**src/verilog/uis_pkg.sv**
```systemverilog
// Constants for the serial port event status and clear block.
// Assumes an APB slave at the serial port base; offsets are byte addresses.
//
// Overview of operation
// - Raw status at 0x3C, reset zero, cts bit1
// - Raw bit 6 shows receive timeout pending
// - Raw bit 7 shows framing error pending
// - Raw bit 8 shows parity error pending
// - Raw bit 9 shows break pending
// - Raw bit 10 shows overrun pending
// - Raw bit 12 shows tx empty pending
// - Raw bits 4,5,11: receive, transmit, flow stop
// - Masked status at 0x40, reset zero, same bits
// - Masked bits 4,5: receive, transmit
// - Masked bits 6..10: timeout and errors
// - Masked bits 11,12; 31:13 reserved
// - Clear register at 0x44, write-only event bits
// - Write one clears event, zero no effect
// - Clear bits 1,4,5: cts, receive, transmit
// - Clear bit 6 clears receive timeout
// - Clear bits 7..10 clear error events
// - Clear bits 11,12: flow stop, tx empty
// - DMA control register at 0x48
// - Mask register at 0x38, one enables event
// - Mask register reads back programmed event bits; reserved bits read zero
package uis_pkg;
	localparam int unsigned ADDR_W = 8;
	localparam logic [7:0] OFS_EVENT_MASK = 8'h38;
	localparam logic [7:0] OFS_RAW_STATUS = 8'h3c;
	localparam logic [7:0] OFS_MASKED_STATUS = 8'h40;
	localparam logic [7:0] OFS_EVENT_CLEAR = 8'h44;
	localparam logic [7:0] OFS_DMA_CONTROL = 8'h48;
	// Event bit positions
	localparam int unsigned BIT_CTS = 1;
	localparam int unsigned BIT_RECEIVE = 4;
	localparam int unsigned BIT_TRANSMIT = 5;
	localparam int unsigned BIT_RX_TIMEOUT = 6;
	localparam int unsigned BIT_FRAMING = 7;
	localparam int unsigned BIT_PARITY = 8;
	localparam int unsigned BIT_BREAK = 9;
	localparam int unsigned BIT_OVERRUN = 10;
	localparam int unsigned BIT_FLOW_STOP = 11;
	localparam int unsigned BIT_TX_EMPTY = 12;
	localparam logic [31:0] EVENT_BITS = 32'h0000_1ff2;
	localparam logic [31:0] DMA_BITS = 32'h0000_000b;
	localparam logic [31:0] RESET_ZERO = 32'h0000_0000;
endpackage

```
**src/verilog/uis_apb_dec.sv**
```systemverilog
// APB address decode for the event status block.
// Assumes a zero-wait-state slave; pready is tied high by the top.
`timescale 1ns/10ps
module uis_apb_dec (
	// Bus request
	input wire logic psel,
	input wire logic penable,
	input wire logic pwrite,
	input wire logic [uis_pkg::ADDR_W-1:0] paddr,
	// Decoded strobes
	output logic wr_mask,
	output logic wr_clear,
	output logic wr_dma,
	output logic hit_mask,
	output logic hit_raw,
	output logic hit_masked,
	output logic hit_dma,
	output logic hit_any
);
	logic wr_acc;
	logic hit_clear;
	assign wr_acc = psel & penable & pwrite;
	assign hit_mask = (paddr == uis_pkg::OFS_EVENT_MASK);
	assign hit_raw = (paddr == uis_pkg::OFS_RAW_STATUS);
	assign hit_masked = (paddr == uis_pkg::OFS_MASKED_STATUS);
	assign hit_dma = (paddr == uis_pkg::OFS_DMA_CONTROL);
	assign hit_clear = (paddr == uis_pkg::OFS_EVENT_CLEAR);
	assign hit_any = hit_mask | hit_raw | hit_masked | hit_dma | hit_clear;
	assign wr_mask = wr_acc & hit_mask;
	assign wr_clear = wr_acc & hit_clear;
	assign wr_dma = wr_acc & hit_dma;
endmodule

```
**src/verilog/uis_flags.sv**
```systemverilog
// Sticky pending flags, one per event bit position.
// Assumes event inputs are single-cycle or level pulses on pclk.
`timescale 1ns/10ps
module uis_flags #(
	parameter logic [31:0] VALID = uis_pkg::EVENT_BITS
) (
	// Clock and reset
	input wire logic pclk,
	input wire logic presetn,
	// Events and clears
	input wire logic [31:0] set_in,
	input wire logic [31:0] clr_in,
	// Flags
	output logic [31:0] flags
);
	logic [31:0] flags_ff;
	logic [31:0] nxt_flags;
	// Set wins over a clear in the same cycle
	assign nxt_flags = ((flags_ff & ~clr_in) | set_in) & VALID;
	assign flags = flags_ff;
	always_ff @(posedge pclk or negedge presetn) begin
		if (!presetn) begin
			flags_ff <= uis_pkg::RESET_ZERO;
		end else begin
			flags_ff <= nxt_flags;
		end
	end
	a_set_wins: assert property (@(posedge pclk) disable iff (!presetn)
		(set_in[uis_pkg::BIT_CTS] |=> flags_ff[uis_pkg::BIT_CTS]))
		else $error("cts set lost");
	a_reserved_zero: assert property (@(posedge pclk) disable iff (!presetn)
		((flags_ff & ~VALID) == 32'h0000_0000))
		else $error("reserved flag set");
endmodule

```
**src/verilog/uis_top.sv**
```systemverilog
// Event status, mask and clear registers of the serial port.
// Assumes an APB master on pclk and event pulses from the port logic.
//
// The implementer's own choice: the APB interface to the registers.
`timescale 1ns/10ps
module uis_top (
	// Clock and reset
	input wire logic pclk,
	input wire logic presetn,
	// APB slave
	input wire logic psel,
	input wire logic penable,
	input wire logic pwrite,
	input wire logic [uis_pkg::ADDR_W-1:0] paddr,
	input wire logic [31:0] pwdata,
	output logic [31:0] prdata,
	output logic pready,
	output logic pslverr,
	// Event sources, one-cycle or level
	input wire logic cts_event,
	input wire logic receive_event,
	input wire logic transmit_event,
	input wire logic rx_timeout_event,
	input wire logic framing_event,
	input wire logic parity_event,
	input wire logic break_event,
	input wire logic overrun_event,
	input wire logic flow_stop_event,
	input wire logic tx_empty_event,
	// To the rest of the port
	output logic [31:0] dma_control,
	output logic [31:0] event_mask,
	output logic uart_irq
);
	//==========================================
	// Decode
	logic wr_mask, wr_clear, wr_dma;
	logic hit_mask, hit_raw, hit_masked, hit_dma, hit_any;
	logic [31:0] set_vec;
	logic [31:0] clr_vec;
	logic [31:0] raw_event_status;
	logic [31:0] masked_event_status;
	logic [31:0] event_mask_ff;
	logic [31:0] dma_control_ff;
	logic [31:0] prdata_ff;
	logic [31:0] nxt_prdata;
	logic rd_acc;
	// Per-event views of the raw, masked and clear registers
	logic cts_raw_flag;
	logic receive_raw_flag;
	logic transmit_raw_flag;
	logic rx_timeout_raw_flag;
	logic framing_raw_flag;
	logic parity_raw_flag;
	logic break_raw_flag;
	logic overrun_raw_flag;
	logic flow_stop_raw_flag;
	logic tx_empty_raw_flag;
	logic cts_masked_flag;
	logic receive_masked_flag;
	logic transmit_masked_flag;
	logic rx_timeout_masked_flag;
	logic framing_masked_flag;
	logic parity_masked_flag;
	logic break_masked_flag;
	logic overrun_masked_flag;
	logic flow_stop_masked_flag;
	logic tx_empty_masked_flag;
	logic cts_clear_bit;
	logic receive_clear_bit;
	logic transmit_clear_bit;
	logic rx_timeout_clear_bit;
	logic framing_clear_bit;
	logic parity_clear_bit;
	logic break_clear_bit;
	logic overrun_clear_bit;
	logic flow_stop_clear_bit;
	logic tx_empty_clear_bit;

	uis_apb_dec u_dec (
		.psel(psel),
		.penable(penable),
		.pwrite(pwrite),
		.paddr(paddr),
		.wr_mask(wr_mask),
		.wr_clear(wr_clear),
		.wr_dma(wr_dma),
		.hit_mask(hit_mask),
		.hit_raw(hit_raw),
		.hit_masked(hit_masked),
		.hit_dma(hit_dma),
		.hit_any(hit_any)
	);

	//==========================================
	// Pending flags
	always_comb begin
		set_vec = uis_pkg::RESET_ZERO;
		set_vec[uis_pkg::BIT_CTS] = cts_event;
		set_vec[uis_pkg::BIT_RECEIVE] = receive_event;
		set_vec[uis_pkg::BIT_TRANSMIT] = transmit_event;
		set_vec[uis_pkg::BIT_RX_TIMEOUT] = rx_timeout_event;
		set_vec[uis_pkg::BIT_FRAMING] = framing_event;
		set_vec[uis_pkg::BIT_PARITY] = parity_event;
		set_vec[uis_pkg::BIT_BREAK] = break_event;
		set_vec[uis_pkg::BIT_OVERRUN] = overrun_event;
		set_vec[uis_pkg::BIT_FLOW_STOP] = flow_stop_event;
		set_vec[uis_pkg::BIT_TX_EMPTY] = tx_empty_event;
	end
	// Only event positions clear; reserved bits of the write are dropped
	assign clr_vec = wr_clear ? (pwdata & uis_pkg::EVENT_BITS) : uis_pkg::RESET_ZERO;

	uis_flags #(
		.VALID(uis_pkg::EVENT_BITS)
	) u_flags (
		.pclk(pclk),
		.presetn(presetn),
		.set_in(set_vec),
		.clr_in(clr_vec),
		.flags(raw_event_status)
	);

	//==========================================
	// Per-event flags
	// One gate per event, so a mask fault shows on its own bit only
	function automatic logic masked_bit(input logic [31:0] raw, input logic [31:0] mask, input int unsigned pos);
		masked_bit = raw[pos] & mask[pos];
	endfunction

	assign cts_raw_flag = raw_event_status[uis_pkg::BIT_CTS];
	assign receive_raw_flag = raw_event_status[uis_pkg::BIT_RECEIVE];
	assign transmit_raw_flag = raw_event_status[uis_pkg::BIT_TRANSMIT];
	assign rx_timeout_raw_flag = raw_event_status[uis_pkg::BIT_RX_TIMEOUT];
	assign framing_raw_flag = raw_event_status[uis_pkg::BIT_FRAMING];
	assign parity_raw_flag = raw_event_status[uis_pkg::BIT_PARITY];
	assign break_raw_flag = raw_event_status[uis_pkg::BIT_BREAK];
	assign overrun_raw_flag = raw_event_status[uis_pkg::BIT_OVERRUN];
	assign flow_stop_raw_flag = raw_event_status[uis_pkg::BIT_FLOW_STOP];
	assign tx_empty_raw_flag = raw_event_status[uis_pkg::BIT_TX_EMPTY];

	assign cts_masked_flag = masked_bit(raw_event_status, event_mask_ff, uis_pkg::BIT_CTS);
	assign receive_masked_flag = masked_bit(raw_event_status, event_mask_ff, uis_pkg::BIT_RECEIVE);
	assign transmit_masked_flag = masked_bit(raw_event_status, event_mask_ff, uis_pkg::BIT_TRANSMIT);
	assign rx_timeout_masked_flag = masked_bit(raw_event_status, event_mask_ff, uis_pkg::BIT_RX_TIMEOUT);
	assign framing_masked_flag = masked_bit(raw_event_status, event_mask_ff, uis_pkg::BIT_FRAMING);
	assign parity_masked_flag = masked_bit(raw_event_status, event_mask_ff, uis_pkg::BIT_PARITY);
	assign break_masked_flag = masked_bit(raw_event_status, event_mask_ff, uis_pkg::BIT_BREAK);
	assign overrun_masked_flag = masked_bit(raw_event_status, event_mask_ff, uis_pkg::BIT_OVERRUN);
	assign flow_stop_masked_flag = masked_bit(raw_event_status, event_mask_ff, uis_pkg::BIT_FLOW_STOP);
	assign tx_empty_masked_flag = masked_bit(raw_event_status, event_mask_ff, uis_pkg::BIT_TX_EMPTY);

	assign cts_clear_bit = clr_vec[uis_pkg::BIT_CTS];
	assign receive_clear_bit = clr_vec[uis_pkg::BIT_RECEIVE];
	assign transmit_clear_bit = clr_vec[uis_pkg::BIT_TRANSMIT];
	assign rx_timeout_clear_bit = clr_vec[uis_pkg::BIT_RX_TIMEOUT];
	assign framing_clear_bit = clr_vec[uis_pkg::BIT_FRAMING];
	assign parity_clear_bit = clr_vec[uis_pkg::BIT_PARITY];
	assign break_clear_bit = clr_vec[uis_pkg::BIT_BREAK];
	assign overrun_clear_bit = clr_vec[uis_pkg::BIT_OVERRUN];
	assign flow_stop_clear_bit = clr_vec[uis_pkg::BIT_FLOW_STOP];
	assign tx_empty_clear_bit = clr_vec[uis_pkg::BIT_TX_EMPTY];

	// Reserved positions stay zero in the masked view
	always_comb begin
		masked_event_status = uis_pkg::RESET_ZERO;
		masked_event_status[uis_pkg::BIT_CTS] = cts_masked_flag;
		masked_event_status[uis_pkg::BIT_RECEIVE] = receive_masked_flag;
		masked_event_status[uis_pkg::BIT_TRANSMIT] = transmit_masked_flag;
		masked_event_status[uis_pkg::BIT_RX_TIMEOUT] = rx_timeout_masked_flag;
		masked_event_status[uis_pkg::BIT_FRAMING] = framing_masked_flag;
		masked_event_status[uis_pkg::BIT_PARITY] = parity_masked_flag;
		masked_event_status[uis_pkg::BIT_BREAK] = break_masked_flag;
		masked_event_status[uis_pkg::BIT_OVERRUN] = overrun_masked_flag;
		masked_event_status[uis_pkg::BIT_FLOW_STOP] = flow_stop_masked_flag;
		masked_event_status[uis_pkg::BIT_TX_EMPTY] = tx_empty_masked_flag;
	end
	assign uart_irq = cts_masked_flag | receive_masked_flag | transmit_masked_flag |
		rx_timeout_masked_flag | framing_masked_flag | parity_masked_flag |
		break_masked_flag | overrun_masked_flag | flow_stop_masked_flag |
		tx_empty_masked_flag;
	assign event_mask = event_mask_ff;
	assign dma_control = dma_control_ff;

	//==========================================
	// Registers
	always_ff @(posedge pclk or negedge presetn) begin
		if (!presetn) begin
			event_mask_ff <= uis_pkg::RESET_ZERO;
		end else if (wr_mask) begin
			event_mask_ff <= pwdata & uis_pkg::EVENT_BITS;
		end
	end

	always_ff @(posedge pclk or negedge presetn) begin
		if (!presetn) begin
			dma_control_ff <= uis_pkg::RESET_ZERO;
		end else if (wr_dma) begin
			dma_control_ff <= pwdata & uis_pkg::DMA_BITS;
		end
	end

	//==========================================
	// Read path, captured in setup so data is a flop at access
	assign rd_acc = psel & ~penable & ~pwrite;
	assign nxt_prdata = hit_mask ? event_mask_ff :
		hit_raw ? raw_event_status :
		hit_masked ? masked_event_status :
		hit_dma ? dma_control_ff : uis_pkg::RESET_ZERO;
	always_ff @(posedge pclk or negedge presetn) begin
		if (!presetn) begin
			prdata_ff <= uis_pkg::RESET_ZERO;
		end else if (rd_acc) begin
			prdata_ff <= nxt_prdata;
		end
	end
	assign prdata = prdata_ff;
	assign pready = 1'b1;
	assign pslverr = psel & penable & ~hit_any;

	//==========================================
	// Checks
	// Register and masked view behaviour
	a_masked_and: assert property (@(posedge pclk) disable iff (!presetn)
		(masked_event_status == (raw_event_status & event_mask_ff)) && (uart_irq == (|masked_event_status)))
		else $error("masked view wrong");
	a_clear_works: assert property (@(posedge pclk) disable iff (!presetn)
		(wr_clear && pwdata[uis_pkg::BIT_OVERRUN] && !overrun_event) |=> !raw_event_status[uis_pkg::BIT_OVERRUN])
		else $error("overrun not cleared");
	a_zero_keeps: assert property (@(posedge pclk) disable iff (!presetn)
		(wr_clear && !pwdata[uis_pkg::BIT_RX_TIMEOUT] && raw_event_status[uis_pkg::BIT_RX_TIMEOUT])
		|=> raw_event_status[uis_pkg::BIT_RX_TIMEOUT])
		else $error("zero write cleared timeout");
	a_event_sets: assert property (@(posedge pclk) disable iff (!presetn)
		framing_event |=> raw_event_status[uis_pkg::BIT_FRAMING])
		else $error("framing not captured");
	a_mask_read: assert property (@(posedge pclk) disable iff (!presetn)
		(rd_acc && hit_mask) |=> (prdata == $past(event_mask_ff)))
		else $error("mask readback wrong");
	a_raw_read: assert property (@(posedge pclk) disable iff (!presetn)
		(rd_acc && hit_raw) |=> (prdata == $past(raw_event_status)))
		else $error("raw readback wrong");
	a_resv_zero: assert property (@(posedge pclk) disable iff (!presetn)
		(psel && penable && !pwrite && !hit_dma) |-> ((prdata & ~uis_pkg::EVENT_BITS) == uis_pkg::RESET_ZERO))
		else $error("reserved bits nonzero");
	a_mask_write: assert property (@(posedge pclk) disable iff (!presetn)
		wr_mask |=> (event_mask_ff == ($past(pwdata) & uis_pkg::EVENT_BITS)))
		else $error("mask write lost");

	// Write side, bus protocol and quiet interrupt
	a_dma_write: assert property (@(posedge pclk) disable iff (!presetn)
		wr_dma |=> (dma_control_ff == ($past(pwdata) & uis_pkg::DMA_BITS)))
		else $error("dma write lost");
	a_read_holds: assert property (@(posedge pclk) disable iff (!presetn)
		(psel && penable && !pwrite) |=> $stable(prdata))
		else $error("read data moved");
	a_irq_quiet: assert property (@(posedge pclk) disable iff (!presetn)
		(event_mask_ff == uis_pkg::RESET_ZERO) |-> !uart_irq)
		else $error("irq with all masked");
	a_error_keeps: assert property (@(posedge pclk) disable iff (!presetn)
		(psel && penable && pslverr) |=> $stable(event_mask_ff) && $stable(dma_control_ff))
		else $error("unmapped write landed");

	//==========================================
	// Per-event clear and capture
	// A clear only counts with its event quiet, as set wins
	a_cts_clear: assert property (@(posedge pclk) disable iff (!presetn)
		(cts_clear_bit && !cts_event)
		|=> !cts_raw_flag)
		else $error("cts clear lost");
	a_receive_clear: assert property (@(posedge pclk) disable iff (!presetn)
		(receive_clear_bit && !receive_event)
		|=> !receive_raw_flag)
		else $error("receive clear lost");
	a_transmit_clear: assert property (@(posedge pclk) disable iff (!presetn)
		(transmit_clear_bit && !transmit_event)
		|=> !transmit_raw_flag)
		else $error("transmit clear lost");
	a_rx_timeout_clear: assert property (@(posedge pclk) disable iff (!presetn)
		(rx_timeout_clear_bit && !rx_timeout_event)
		|=> !rx_timeout_raw_flag)
		else $error("timeout clear lost");
	a_framing_clear: assert property (@(posedge pclk) disable iff (!presetn)
		(framing_clear_bit && !framing_event)
		|=> !framing_raw_flag)
		else $error("framing clear lost");
	a_parity_clear: assert property (@(posedge pclk) disable iff (!presetn)
		(parity_clear_bit && !parity_event)
		|=> !parity_raw_flag)
		else $error("parity clear lost");
	a_break_clear: assert property (@(posedge pclk) disable iff (!presetn)
		(break_clear_bit && !break_event)
		|=> !break_raw_flag)
		else $error("break clear lost");
	a_overrun_clear: assert property (@(posedge pclk) disable iff (!presetn)
		(overrun_clear_bit && !overrun_event)
		|=> !overrun_raw_flag)
		else $error("overrun clear lost");
	a_flow_stop_clear: assert property (@(posedge pclk) disable iff (!presetn)
		(flow_stop_clear_bit && !flow_stop_event)
		|=> !flow_stop_raw_flag)
		else $error("flow stop clear lost");
	a_tx_empty_clear: assert property (@(posedge pclk) disable iff (!presetn)
		(tx_empty_clear_bit && !tx_empty_event)
		|=> !tx_empty_raw_flag)
		else $error("tx empty clear lost");

	// Every event but framing (checked in a_event_sets) is captured at the edge after it
	a_cts_sets: assert property (@(posedge pclk) disable iff (!presetn)
		cts_event |=> cts_raw_flag)
		else $error("cts not captured");
	a_receive_sets: assert property (@(posedge pclk) disable iff (!presetn)
		receive_event |=> receive_raw_flag)
		else $error("receive not captured");
	a_transmit_sets: assert property (@(posedge pclk) disable iff (!presetn)
		transmit_event |=> transmit_raw_flag)
		else $error("transmit not captured");
	a_rx_timeout_sets: assert property (@(posedge pclk) disable iff (!presetn)
		rx_timeout_event |=> rx_timeout_raw_flag)
		else $error("timeout not captured");
	a_parity_sets: assert property (@(posedge pclk) disable iff (!presetn)
		parity_event |=> parity_raw_flag)
		else $error("parity not captured");
	a_break_sets: assert property (@(posedge pclk) disable iff (!presetn)
		break_event |=> break_raw_flag)
		else $error("break not captured");
	a_overrun_sets: assert property (@(posedge pclk) disable iff (!presetn)
		overrun_event |=> overrun_raw_flag)
		else $error("overrun not captured");
	a_flow_stop_sets: assert property (@(posedge pclk) disable iff (!presetn)
		flow_stop_event |=> flow_stop_raw_flag)
		else $error("flow stop not captured");
	a_tx_empty_sets: assert property (@(posedge pclk) disable iff (!presetn)
		tx_empty_event |=> tx_empty_raw_flag)
		else $error("tx empty not captured");

	//==========================================
	// Scenarios worth seeing
	c_irq_rise: cover property (@(posedge pclk) disable iff (!presetn) $rose(uart_irq));
	c_clear_tx: cover property (@(posedge pclk) disable iff (!presetn)
		wr_clear && raw_event_status[uis_pkg::BIT_TX_EMPTY]);
	c_set_clear: cover property (@(posedge pclk) disable iff (!presetn)
		wr_clear && pwdata[uis_pkg::BIT_RECEIVE] && receive_event);
	c_irq_fall: cover property (@(posedge pclk) disable iff (!presetn)
		$fell(uart_irq));
	c_unmapped: cover property (@(posedge pclk) disable iff (!presetn)
		psel && penable && pslverr);
endmodule
```
**config.mk**
```make
export PLATFORM = sky130hd
export DESIGN_NAME = uis_top
export DESIGN_NICKNAME = d
export VERILOG_FILES = /design/src/verilog/uis_pkg.sv /design/src/verilog/uis_apb_dec.sv /design/src/verilog/uis_flags.sv /design/src/verilog/uis_top.sv
export SDC_FILE = /design/constraint.sdc
export NUM_CORES = 1
export LEC_CHECK = 0
export ABC_AREA = 1
export BUFFER_PORTS_ARGS = -buffer_cell sky130_fd_sc_hd__buf_4
export CAP_MARGIN = 25
export CORE_AREA = 2 2 79 88
export CTS_CLUSTER_DIAMETER = 150
export CTS_CLUSTER_SIZE = 28
export DETAILED_ROUTE_END_ITERATION = 10
export DIE_AREA = 0 0 81 90
export HOLD_SLACK_MARGIN = 0.08
export PLACE_DENSITY = 0.74
export SYNTH_ARGS = -nofsm -noshare
export SYNTH_HDL_FRONTEND = slang
export SYNTH_SLANG_ARGS = --single-unit
```
**constraint.sdc**
```tcl
create_clock -name pclk -period 0.91 [get_ports pclk]
set_input_delay 0.1365 -clock pclk [delete_from_list [all_inputs] [get_ports pclk]]
set_output_delay 0.1365 -clock pclk [all_outputs]
set_load 0.005 [all_outputs]
```
==> results.md <==
* Outcome: complete, but fails checks
* Failing checks: negative setup slack
* R2R setup slack at -0.16 ns
* Initial antenna violation count at 0
* Grt ovf at 0
* DP HPWL at just under 4000 µm
* Largest fanout on the critical path at 2
* WP data required at roughly 0.77 ns
* Reg clk slew, reported paths at roughly 0.07 ns
* Hold Fails Final Rpt at 0
* Number of antenna-violating nets in the routed design at 0
* Hold path depth at 3
* Synth cell types at 24
* Routed wire per std cell at around 13 µm
* # clock sinks at 35
* Crit. End Element: output port
* Fill count at between 500 and 600
* I/O pins at around 150
* First-pass GRT wire length at 8850 µm
* Lkg Pwr at around 2.1 nW
* Crit Path Class: register to output port
* Port Buf Inserts at 61
* Worst hold path type: input port to register
* CTS tree: built
* Total of warnings raised by yosys at 0
* First DRT Iteration DRCs at between 80 and 90
* Fmax at about 0.68 GHz
* # setup viols final at between 40 and 50
* CTS Buffer Depth at 2
* Multi-input logic area at 1200 µm²
* Syn avg cell area at 7.62 µm²
* Max-cap violations at 0
* Layout Cells excl Fill at approximately 530
* Number of global-route vias before repair at 1930
* Total chip power at between 3 and 4 mW
* Die Span Y at 90 µm
* Post-route setup slack at -0.555 ns
* Total CTS buffers at 5
* Setup TNS at -4.19 ns
* Worst Hold Endpoint: event_mask[8]
* CTS root buf: clkbuf_8
* FP Rows at 31
* Yosys reg bits at 35
* Routed WL at about 6600 µm
* Htree depth at 2
* Clock Skew at 0.00432 ns
* RSZ-0062 raised after global routing: yes
* Placed cells at about 470
* Max Slew Vio Count at 0
* Core Footprint at about 6400 µm²
* Peak supply drop at between 500 and 600 µV
* Area grow syn2layout at 58.6%
* R2R cell count at 6
* Final Core Density at approximately three fifths
* Register area share after synthesis at between 30% and 40%
* Power per Cell Area at roughly 880 nW/µm²
* Die Wd at ~81 µm
* WHS at roughly 0.12 ns
* Ant. Diodes at 0
* Synthesized instance count at about 310
* Clock Latency Late Sink at just under 0.3 ns
* Final cycle utilization of the critical path at 161%
* Initial Util at 36.6%
* Reg area at approximately 900 µm²
* GR Util All Layers at 15.4%
* Crit path time final at 1.46 ns
* Worst hold start: pwdata[8]
* Nets at 499
* Largest net degree at the start of global routing at 36
* Via-to-Cell Ratio at 4.29
* CP startpoint kind: register
* Reg2reg end: prdata[1]
* Reg-to-reg startpoint: event_mask[1]
* Die area at roughly 7300 µm²
* Routability cong. at around 0.81
* Layout cell share with drive strength beyond 1 at between 40 and 50%
* Worst EP arrival at 1.33 ns
* Mapped Area at 2350 µm²
* 1st-pass router iterations at 4
* Drc violations at 0
* Vias at roughly 2300
==> synthesized netlist by cell type (all sizes together) <==
cell	n	share of area, %
nand3b	2	0.64
nor2	11	2.8
o21bai	5	1.6
inv	51	8.1
o31ai	2	0.64
nor3	5	2.0
buf	76	24
nand3	9	2.3
nand4	6	1.6
conb	2	0.32
o21ai	21	4.5
nand2	79	13
a211oi	1	0.32
dfrtp	35	37
a21oi	4	0.85
==> routing by layer <==
layer | global-route usage (%) | wire length [µm] | share of wire [%] | vias to the layer above
met4 | 5.79 | 259 | 3.9 | 0
li1 | - | - | - | 1075
met1 | 18.0 | 2420 | 37 | 1049
met5 | 0 | 0 | 0 | -
met3 | 2.81 | 419 | 6.4 | 23
met2 | 27.4 | 3500 | 53 | 113
==> sequential cells by signal (all words and copies together) (netlist names) <==
signal	flops
u_flags.flags	10
event_mask	10
dma_control	3
prdata	12
==> how the worst max path moves through the flow <==
stage	from	endpoint	slack [ns]	depth (start not counted)
floorplan	event_mask[5]	uart_irq	-0.007	4
global placement	paddr[1]	u_flags.flags[1]	-0.26	7
detailed placement	paddr[1]	u_flags.flags[1]	-0.31	7
CTS	u_flags.flags[5]	uart_irq	-0.53	5
global route	event_mask[5]	uart_irq	-0.62	5
finish	event_mask[4]	uart_irq	-0.55	5
==> kinds of logic after synthesis <==
group	count (synthesis)	synth area share (%)
other	2	0.319
buffers and inverters	127	32.2
AO/OA/AOI/OAI	33	7.86
flip-flops	35	37.2
AND/OR/NAND/NOR	112	22.4
==> power by group <==
group          total (mW)  internal [mW]  switching, mW
clock network        1.10          0.534          0.564
logic               0.594          0.280          0.314
registers            1.58           1.57        0.00991
total                3.27           2.38          0.888
==> critical path: stages (launching register included) <==
cell     delay (ns)
dfrtp_1        0.42
inv_2          0.08
o21ai_1        0.11
nor3_2         0.15
nand4_1        0.13
buf_4          0.16
==> layout make-up <==
cell class | count | share of cell area (%)
clock buffers | 6 | 1.94
clock inverters | 2 | 0.335
inverters | 51 | 5.86
multi-input cells | 218 | 32.2
flip-flops and latches | 35 | 23.5
well taps | 82 | 2.75
repair buffers | 133 | 33.5
==> layout by cell type (no fill, tap or decap), types with 6 or more instances in the layout <==
cell type	n
buf_4	63
o21ai_2	8
conb_1	72
inv_1	37
nand2_1	61
nand4_1	6
buf_6	54
nand2_2	12
nor2_2	6
o21ai_1	11
dlygate4sd3_1	14
inv_2	10
dfrtp_1	35
==> per-stage QoR <==
stage	cell area [µm²]	setup WS, ns
floorplan	2690	-0.00674
global placement	2880	-0.255
detailed placement	2880	-0.308
CTS	3440	-0.530
global route	3730	-0.621
finish	3730	-0.555
==> what timing repair did <==
action,CTS,global route
endpoints found under the setup margin,30,57
endpoints found under the hold margin,48,0
setup buffers,19,18
pin swaps,9,19
cloned,0,3
gates resized for setup,53,69
hold buffers,14,0
Note: power is estimated with default switching activity, not from simulation.
